### src/logic/fcs_regs.vh
`ifndef FCS_REGS_VH
`define FCS_REGS_VH
// bit timing: 40 MHz / 500 kbit/s = 80 clocks per bit
`define FCS_BIT_CLKS        8'd80
`define FCS_SAMPLE_POINT    8'd56
// identifier field layout: group 2 messages are 10 bbbbbb fff
`define FCS_GRP2_TAG        2'b10
`define FCS_FN_POLL_REQ     3'h5
`define FCS_FN_IO_RESP      3'h3
`define FCS_FN_EXPL_REQ     3'h4
`define FCS_FN_EXPL_RESP    3'h3
`define FCS_FN_DUP_CHECK    3'h7
`define FCS_FN_UNCONN_REQ   3'h6
// io producer modes
`define FCS_MODE_POLL       2'h0
`define FCS_MODE_COS        2'h1
`define FCS_MODE_CYCLIC     2'h2
// error counting
`define FCS_TEC_STEP        9'd8
`define FCS_BUS_OFF_LIMIT   9'd256
// eleven recessive bits mark an idle bus
`define FCS_IDLE_BITS       4'd11
`endif

### src/logic/fcs_node.v
`timescale 1ns/1ps
`include "fcs_regs.vh"
module fcs_node #(
  parameter DATA_W = 8
) (
  input  wire              CLK_SYS_I,
  input  wire              RESET_N_I,
  input  wire              CAN_RX_I,
  output wire              CAN_TX_O,
  input  wire [5:0]        NODE_ADDRESS_I,
  input  wire [1:0]        IO_MODE_I,
  input  wire [15:0]       IO_PERIOD_BITS_I,
  input  wire [DATA_W-1:0] IO_DATA_I,
  output wire              RX_VALID_O,
  input  wire              RX_READY_I,
  output wire [10:0]       RX_ID_O,
  output wire [DATA_W-1:0] RX_DATA_O,
  output reg               CONNECTED_O,
  output reg               DUP_ADDRESS_O,
  output reg               BUS_OFF_O,
  output reg               STATUS_EVENT_O
);
  localparam ST_IDLE = 2'd0;
  localparam ST_ARB  = 2'd1;
  localparam ST_DATA = 2'd2;
  localparam ST_RX   = 2'd3;
  localparam FRM_W   = 11 + DATA_W + 2;

  function [10:0] grp2_id;
    input [5:0] addr;
    input [2:0] fn;
    grp2_id = {`FCS_GRP2_TAG, addr, fn};
  endfunction

  function own_frame;
    input [10:0] id;
    input [5:0]  addr;
    input [2:0]  fn;
    own_frame = (id == grp2_id(addr, fn));
  endfunction

  // two-flop synchroniser on the bus input
  reg rx_m_q;
  reg rx_s_q;
  always @(posedge CLK_SYS_I or negedge RESET_N_I) begin
    if (!RESET_N_I) begin
      rx_m_q <= 1'b1;
      rx_s_q <= 1'b1;
    end else begin
      rx_m_q <= CAN_RX_I;
      rx_s_q <= rx_m_q;
    end
  end

  // bit timing; there is no resync inside a frame, so both ends must run
  // close to the same bit rate for the whole frame
  reg  [1:0] st_q;
  reg  [7:0] bt_q;
  reg        rx_prev_q;
  wire       sample  = (bt_q == `FCS_SAMPLE_POINT);
  wire       bit_end = (bt_q == `FCS_BIT_CLKS - 8'd1);
  // a falling edge seen while idle restarts the bit, so the sample point
  // lands inside a foreign sender's bit whatever its phase
  wire       hard_sync = (st_q == ST_IDLE) && rx_prev_q && !rx_s_q && !sample;
  always @(posedge CLK_SYS_I or negedge RESET_N_I) begin
    if (!RESET_N_I) begin
      bt_q      <= 8'h00;
      rx_prev_q <= 1'b1;
    end else begin
      rx_prev_q <= rx_s_q;
      if (hard_sync || bit_end)
        bt_q <= 8'h00;
      else
        bt_q <= bt_q + 8'h01;
    end
  end

  reg  [3:0]       idle_q;
  reg  [4:0]       cnt_q;
  reg  [FRM_W-1:0] tx_sr_q;
  reg  [FRM_W-1:0] rx_sr_q;
  reg              tx_bit_q;
  reg  [8:0]       tec_q;
  reg              tx_pend_q;
  reg  [10:0]      tx_id_q;
  reg  [DATA_W-1:0] tx_dat_q;
  reg  [15:0]      tmr_q;
  reg  [DATA_W-1:0] last_q;
  reg              dup_wait_q;
  // dominant is 0: the pin is recessive unless we drive a zero
  assign CAN_TX_O = BUS_OFF_O | tx_bit_q;
  wire bus_bit = rx_s_q; // wired-AND already resolved on the line
  wire bus_idle = (idle_q == `FCS_IDLE_BITS);

  // received frame decode: {ide, id, data, rtr}; the last bit comes
  // straight from the bus so the word is whole at the final sample
  wire [FRM_W-1:0]  rx_frm = {rx_sr_q[FRM_W-2:0], bus_bit};
  wire [10:0]       rx_id  = rx_frm[FRM_W-2 -: 11];
  wire [DATA_W-1:0] rx_dat = rx_frm[DATA_W:1];
  wire              rx_ide = rx_frm[FRM_W-1];
  wire              rx_rtr = rx_frm[0];
  wire              rx_done = (st_q == ST_RX) && sample && (cnt_q == FRM_W - 1);
  // extended and remote frames are dropped
  wire rx_ok = rx_done && !rx_ide && !rx_rtr;
  wire poll_hit = rx_ok && own_frame(rx_id, NODE_ADDRESS_I, `FCS_FN_POLL_REQ);
  wire open_hit = rx_ok && own_frame(rx_id, NODE_ADDRESS_I, `FCS_FN_UNCONN_REQ);
  wire dup_hit  = rx_ok && own_frame(rx_id, NODE_ADDRESS_I, `FCS_FN_DUP_CHECK);

  // frame engine
  wire arb_lost = (st_q == ST_ARB) && sample && tx_bit_q && !bus_bit;
  wire bit_err  = (st_q == ST_DATA) && sample && (tx_bit_q != bus_bit);
  wire tx_done  = (st_q == ST_DATA) && sample && (cnt_q == FRM_W - 1) && !bit_err;
  always @(posedge CLK_SYS_I or negedge RESET_N_I) begin
    if (!RESET_N_I) begin
      st_q     <= ST_IDLE;
      idle_q   <= 4'h0;
      cnt_q    <= 5'h00;
      tx_sr_q  <= {FRM_W{1'b1}};
      rx_sr_q  <= {FRM_W{1'b0}};
      tx_bit_q <= 1'b1;
    end else if (sample) begin
      if (bus_bit && idle_q != `FCS_IDLE_BITS)
        idle_q <= idle_q + 4'h1;
      else if (!bus_bit)
        idle_q <= 4'h0;
      case (st_q)
        ST_IDLE: begin
          tx_bit_q <= 1'b1;
          if (tx_pend_q && bus_idle && !BUS_OFF_O) begin
            st_q     <= ST_ARB;
            cnt_q    <= 5'h00;
            // data frame: ide=0, id, data, rtr=0
            tx_sr_q  <= {1'b0, tx_id_q, tx_dat_q, 1'b0};
            tx_bit_q <= 1'b0;
          end else if (!bus_bit && !BUS_OFF_O) begin
            // the start sample already holds the first frame bit
            st_q    <= ST_RX;
            cnt_q   <= 5'h01;
            rx_sr_q <= {rx_sr_q[FRM_W-2:0], bus_bit};
          end
        end
        ST_ARB: begin
          rx_sr_q <= {rx_sr_q[FRM_W-2:0], bus_bit};
          if (arb_lost) begin
            // withdraw recessive and keep receiving the winner
            st_q     <= ST_RX;
            tx_bit_q <= 1'b1;
          end else begin
            tx_sr_q  <= {tx_sr_q[FRM_W-2:0], 1'b1};
            tx_bit_q <= tx_sr_q[FRM_W-2];
            if (cnt_q == 5'd11)
              st_q <= ST_DATA;
          end
          cnt_q <= cnt_q + 5'h01;
        end
        ST_DATA: begin
          // a mismatch on any own bit ends the frame at once; it stays
          // pending and goes again once the bus is idle
          tx_sr_q  <= {tx_sr_q[FRM_W-2:0], 1'b1};
          tx_bit_q <= tx_sr_q[FRM_W-2];
          cnt_q    <= cnt_q + 5'h01;
          if (bit_err || tx_done) begin
            st_q     <= ST_IDLE;
            tx_bit_q <= 1'b1;
          end
        end
        ST_RX: begin
          rx_sr_q <= {rx_sr_q[FRM_W-2:0], bus_bit};
          cnt_q   <= cnt_q + 5'h01;
          if (cnt_q == FRM_W - 1 || BUS_OFF_O)
            st_q <= ST_IDLE;
        end
        default: st_q <= ST_IDLE;
      endcase
    end
  end

  // producer: poll answer, change of state, cyclic, explicit answer
  // the producer timer counts whole bit times; zero means expired
  wire tick     = bit_end;
  wire tmr_exp  = (tmr_q == 16'h0000);
  wire changed  = (IO_DATA_I != last_q);
  wire cos_send = CONNECTED_O && (IO_MODE_I == `FCS_MODE_COS) && (changed || tmr_exp);
  wire cyc_send = CONNECTED_O && (IO_MODE_I == `FCS_MODE_CYCLIC) && tmr_exp;
  // bit-strobe requests never match: mode 3 is not served
  wire poll_send = CONNECTED_O && (IO_MODE_I == `FCS_MODE_POLL) && poll_hit;
  always @(posedge CLK_SYS_I or negedge RESET_N_I) begin
    if (!RESET_N_I) begin
      tx_pend_q   <= 1'b0;
      tx_id_q     <= 11'h7ff;
      tx_dat_q    <= {DATA_W{1'b0}};
      tmr_q       <= 16'h0000;
      last_q      <= {DATA_W{1'b0}};
      CONNECTED_O <= 1'b0;
    end else begin
      if (tick && !tmr_exp)
        tmr_q <= tmr_q - 16'h0001;
      if (open_hit)
        CONNECTED_O <= 1'b1;
      if (BUS_OFF_O)
        tx_pend_q <= 1'b0;
      else if (tx_done)
        tx_pend_q <= 1'b0;
      else if (!tx_pend_q) begin
        // one frame waits at a time; a poll arriving meanwhile is lost,
        // while change and cyclic requests stay true and retry
        if (open_hit) begin
          tx_pend_q <= 1'b1;
          // explicit answer sits above io ids numerically
          tx_id_q   <= grp2_id(NODE_ADDRESS_I, `FCS_FN_EXPL_RESP);
          tx_dat_q  <= {DATA_W{1'b0}};
        end else if (poll_send || cos_send || cyc_send) begin
          tx_pend_q <= 1'b1;
          tx_id_q   <= {1'b0, 1'b1, NODE_ADDRESS_I, `FCS_FN_IO_RESP};
          tx_dat_q  <= IO_DATA_I;
          last_q    <= IO_DATA_I;
          tmr_q     <= IO_PERIOD_BITS_I;
        end
      end
    end
  end

  // error counting, duplicate address, status
  wire ev_dup = dup_hit & dup_wait_q;
  wire ev_off = (tec_q >= `FCS_BUS_OFF_LIMIT) & ~BUS_OFF_O;
  always @(posedge CLK_SYS_I or negedge RESET_N_I) begin
    if (!RESET_N_I) begin
      tec_q          <= 9'h000;
      BUS_OFF_O      <= 1'b0;
      DUP_ADDRESS_O  <= 1'b0;
      dup_wait_q     <= 1'b1;
      STATUS_EVENT_O <= 1'b0;
    end else begin
      // one bit error weighs as much as eight good frames
      if (bit_err && !BUS_OFF_O)
        tec_q <= tec_q + `FCS_TEC_STEP;
      else if (tx_done && tec_q != 9'h000)
        tec_q <= tec_q - 9'h001;
      if (tec_q >= `FCS_BUS_OFF_LIMIT)
        BUS_OFF_O <= 1'b1;
      if (ev_dup)
        DUP_ADDRESS_O <= 1'b1;
      if (open_hit)
        dup_wait_q <= 1'b0;
      STATUS_EVENT_O <= bit_err | ev_dup | ev_off;
    end
  end

  // two-entry skid buffer toward the host
  // a frame arriving while both entries are full is lost
  reg [11+DATA_W-1:0] buf_q [0:1];
  reg [1:0]           cnt_b_q;
  reg                 wr_q;
  reg                 rd_q;
  wire in_ok  = rx_ok && (cnt_b_q != 2'd2);
  wire out_ok = RX_READY_I && (cnt_b_q != 2'd0);
  assign RX_VALID_O = (cnt_b_q != 2'd0);
  assign RX_ID_O    = buf_q[rd_q][11+DATA_W-1:DATA_W];
  assign RX_DATA_O  = buf_q[rd_q][DATA_W-1:0];
  always @(posedge CLK_SYS_I or negedge RESET_N_I) begin
    if (!RESET_N_I) begin
      cnt_b_q  <= 2'd0;
      wr_q     <= 1'b0;
      rd_q     <= 1'b0;
      buf_q[0] <= {(11+DATA_W){1'b0}};
      buf_q[1] <= {(11+DATA_W){1'b0}};
    end else begin
      if (in_ok) begin
        buf_q[wr_q] <= {rx_id, rx_dat};
        wr_q        <= ~wr_q;
      end
      if (out_ok)
        rd_q <= ~rd_q;
      if (in_ok && !out_ok)
        cnt_b_q <= cnt_b_q + 2'd1;
      else if (out_ok && !in_ok)
        cnt_b_q <= cnt_b_q - 2'd1;
    end
  end
endmodule // fcs_node

### config.mk
export PLATFORM = sky130hd
export DESIGN_NAME = fcs_node
export DESIGN_NICKNAME = d
export VERILOG_FILES = /design/src/logic/fcs_node.v
export VERILOG_INCLUDE_DIRS = /design/src /design/src/logic
export SDC_FILE = /design/constraint.sdc
export NUM_CORES = 1
export LEC_CHECK = 0
export BUFFER_PORTS_ARGS = -buffer_cell sky130_fd_sc_hd__buf_2
export CORE_MARGIN = 8
export CORE_UTILIZATION = 60
export CTS_CLUSTER_SIZE = 25
export DETAILED_ROUTE_END_ITERATION = 6
export GPL_TIMING_DRIVEN = 0
export PLACE_DENSITY = 0.8
export REMOVE_ABC_BUFFERS = 1
export SYNTH_ARGS = -nofsm -noshare
export SYNTH_HDL_FRONTEND = slang
export SYNTH_SLANG_ARGS = --single-unit
### constraint.sdc
create_clock -name CLK_SYS_I -period 4.5 [get_ports CLK_SYS_I]
set_input_delay 0.675 -clock CLK_SYS_I [delete_from_list [all_inputs] [get_ports CLK_SYS_I]]
set_output_delay 0.675 -clock CLK_SYS_I [all_outputs]
set_load 0.02 [all_outputs]
==> summary.txt <==
Detailed routing
  • DRC violations left: 0
  • Initial DRC Count: between 300 and 400
  • Detailed Route WL: about 16000 um
  • DR WL/cell: roughly 18 um
  • Met1 WL: a little under 7000 um
  • Met2 wire length: roughly 8000 um
  • Drt via density: roughly 5.8
  • Max Used Layer: met4
  • Routed met3 length: 554 um
  • First drt pass iteration count: 7
  • Via count: approximately 5200
  • Routed Antenna Nets: 0

Synthesis
  • Synth unique cells: 57
  • Seq/Total Area, Yosys: a little over 50%
  • Largest family of logic cells by synthesized area: multiplexers
  • Synth Area in Compound Gates: between 6 and 7%
  • Cells after Synth: around 650
  • Post-synthesis mux area share: between 10% and 20%
  • Fraction of the mapped netlist area in simple logic gates: 11.96%
  • Async S/R FF share, synth: 100.0%
  • Post-synthesis xor/xnor area fraction: under 10%
  • Avg Inst Size Synth: roughly 12 sq um
  • Mapped Area: between 7000 and 8000 sq um
  • Commonest register cell after synthesis: dfrtp_1
  • Synth warn: 0
  • Register bit count reported by yosys: 161
  • Post-synthesis adder-cell area fraction: approximately 2.8%
  • EDFF count, synth: 0

Place
  • Buffers added on ports: 60
  • DP HPWL: around 11000 um
  • Final GP Congestion: 0.8733

Global routing
  • First-pass GRT wire length: about 26000 um
  • Vias in the first global route: 5505
  • Grt total ovfl: 0
  • Initial antenna violation count: 0
  • Tot GR Track Use: approximately a fifth
  • Largest net degree at the start of global routing: 84

Power and ir drop
  • Clk pwr share: 46.2%
  • Worst vdd ir: between 0.0003 and 0.0004 V
  • Power Internal: around 2.3 mW
  • Sw power: roughly 650 uW
  • Pwr dens: ~330 nW/um^2
  • Sw Share: between 20 and 25%
  • Leak: 4.263 nW
  • Sequential Power Share: 50.6%
  • Total power: 2.928 mW
  • Gate power share: between 3 and 4%

Cells and area
  • Fillers: a little under 1000
  • Ant diodes: 0
  • Final net count: 757
  • Layout area overhead: 12.40%
  • FF+latch area: 4071 sq um
  • Fraction of layout cells with a size suffix above 1: 36.17%
  • Multi-input gate area: roughly 3600 sq um

STA
  • Tcrit/Tclk final: between 70% and 80%
  • # setup viols final: 0
  • RSZ-0062 raised after global routing: false
  • Worst-Margin Slew: ~1.3 ns
  • Crit path time final: ~3.4 ns
  • Fin. Hold Viols: 0
  • Rel. slew slack: 13.01%
  • Clk_skew: ~0.0063 ns
  • Fin. max-slew vios: 0
  • Fmax: 293.2 MHz
  • Setup TNS: 0 ns

Clock tree
  • CTS tree: done
  • Post-CTS Setup Inserts: 0
  • Clock edge transition at the registers on the reported setup and hold paths: approximately 0.06 ns
  • CTS Hold Bufs: 0
  • Clock sink count: about 160
  • Clock buffer count from CTS: 17
  • Post-CTS Resized: 0
  • Clock Latency Late Sink: about 0.42 ns
  • Max clock buf depth: 2
  • CTS Root Cell: clkbuf_16
  • H-tree levels: 4

Setup path
  • Worst Setup Start Kind: flop
  • Critical Path AT: between 3 and 4 ns
  • Worst R2R End: last_q[4]$_DFFE_PN0P_
  • Crit-path max FO: 32
  • Reg2Reg Depth: 8
  • Crit Path Category: flop to flop
  • CP Capture Type: flop
  • Reg2Reg Setup Slack: ~1.1 ns
  • Worst reg2reg path startpoint: bt_q[0]$_DFF_PN0_
  • Req. time, crit path: between 4 and 5 ns
  • CP Launch Point: bt_q[0]$_DFF_PN0_

Outcome
  • Status: finished, final reports clean

Die
  • Die width: between 100 and 150 um
  • FP Rows: 42
  • Die area: 17110 sq um
  • Initial Utilization: 60.69%
  • IO Pins: around 60
  • Area of the core: between 10000 and 15000 sq um
  • Die height: 130.8 um

Run
  • Max-cap viol count: 0

Min path
  • HP Class: primary input to asynchronous set/reset pin
cell usage after synthesis (3+ instances only):
cell type  instances  share of area [%]
nand2_1           51                2.4
or2_2              5               0.40
nor2_1            32                1.5
nor3_1            12               0.76
nand3_1           14               0.89
xor2_1            25                2.8
clkbuf_1          15               0.71
and3_1             3               0.24
nor4_4             3               0.81
ha_1              18                2.8
mux2_2            87                 12
nand4_1            7               0.55
a21oi_1            7               0.44
mux2i_1           21                2.7
nor4_1             8               0.63
nand4b_1           6               0.66
nor2b_1            7               0.55
dfrtp_1          127                 40
nand2b_1           3               0.24
inv_1             22                1.0
nor3b_1            3               0.28
dfstp_2           34                 11
xnor2_1           21                2.3
a22o_1             6               0.66
o21ai_0           39                2.5
o31ai_1            3               0.28
a22o_2             5               0.63
mux2_4            23                4.4
final cells by class:
cell class | count | share of cell area [%]
well taps | 176 | 2.477
multi-input cells | 440 | 40.75
clock inverters | 12 | 1.267
inverters | 22 | 0.9289
repair buffers | 61 | 3.758
flip-flops and latches | 161 | 45.80
clock buffers | 20 | 5.025
worst max-delay path, stage by stage, from the launching register on:
cell and delay, ns:
dfrtp_1 0.41, inv_1 0.07, ha_1 0.15, nand4b_1 0.26
nand4b_1 0.36, o41ai_4 0.49, nand4_2 0.25, nor2_4 0.88
mux2_2 0.42
logic make-up after synthesis:
| family | after synthesis |
|---|---|
| buffers and inverters | 44 |
| adders and majority gates | 18 |
| muxes | 131 |
| DFF | 161 |
| and+or+nand+nor | 171 |
| xor gates and xnor gates | 46 |
| AOI/OAI and AO/OA | 74 |
per-layer routing:
layer,vias up,global-route usage [%]
met5,-,0
met4,0,8.170
met3,35,4.586
met2,134,33.10
met1,2609,23.41
li1,2389,-
registers in the layout, summed over array words and instances (netlist names), 9 cells and up:
name     count
buf_q       38
rx_sr_q     20
tx_sr_q     20
tmr_q       16
tec_q        9
tx_id_q      9
cells in the final DEF (no fill, tap or decap), types with 22 or more instances in the layout:
| cell type | n |
|---|---|
| dfstp_2 | 34 |
| o21ai_0 | 39 |
| mux2_2 | 87 |
| buf_2 | 59 |
| xor2_1 | 25 |
| dfrtp_1 | 127 |
| nor2_1 | 32 |
| mux2_4 | 23 |
| inv_1 | 22 |
| nand2_1 | 51 |
power groups by stage:
stage / Sequential (mW) / Combinational, mW / Clock [mW]
after detailed placement: 1.51 / 0.0940 / 0
after global placement: 1.50 / 0.0882 / 0
after global routing: 1.48 / 0.106 / 1.44
final: 1.48 / 0.0936 / 1.35
after CTS: 1.48 / 0.0959 / 1.37
after floorplan: 1.50 / 0.0353 / 0
stage by stage:
| step | hold WS, ns | setup slack [ns] | utilization [%] | cell area [sq um] | instances |
|---|---|---|---|---|---|
| 2_1_floorplan | 0.3452 | 1.605 | - | 7776 | 623 |
| 3_5_place_dp | 0.3472 | 1.097 | 63.92 | 8330 | 860 |
| 3_3_place_gp | 0.3466 | 0.5383 | 63.66 | 8297 | 859 |
| 4_1_cts | 0.3070 | 1.074 | 68.21 | 8890 | 892 |
| 5_1_grt | 0.3289 | 0.8492 | 68.21 | 8890 | 892 |
| 6_report | 0.2728 | 1.089 | 68.21 | 8890 | 892 |
worst max path at each step:
stage	depth (start not counted)	slack (ns)	to
global route	8	0.85	last_q[4]$_DFFE_PN0P_
finish	8	1.09	last_q[4]$_DFFE_PN0P_
detailed placement	8	1.10	last_q[4]$_DFFE_PN0P_
CTS	8	1.07	last_q[4]$_DFFE_PN0P_
floorplan	8	1.60	last_q[3]$_DFFE_PN0P_
global placement	1	0.54	idle_q[2]$_DFFE_PN0P_
Power figures use the tool's default switching activity.
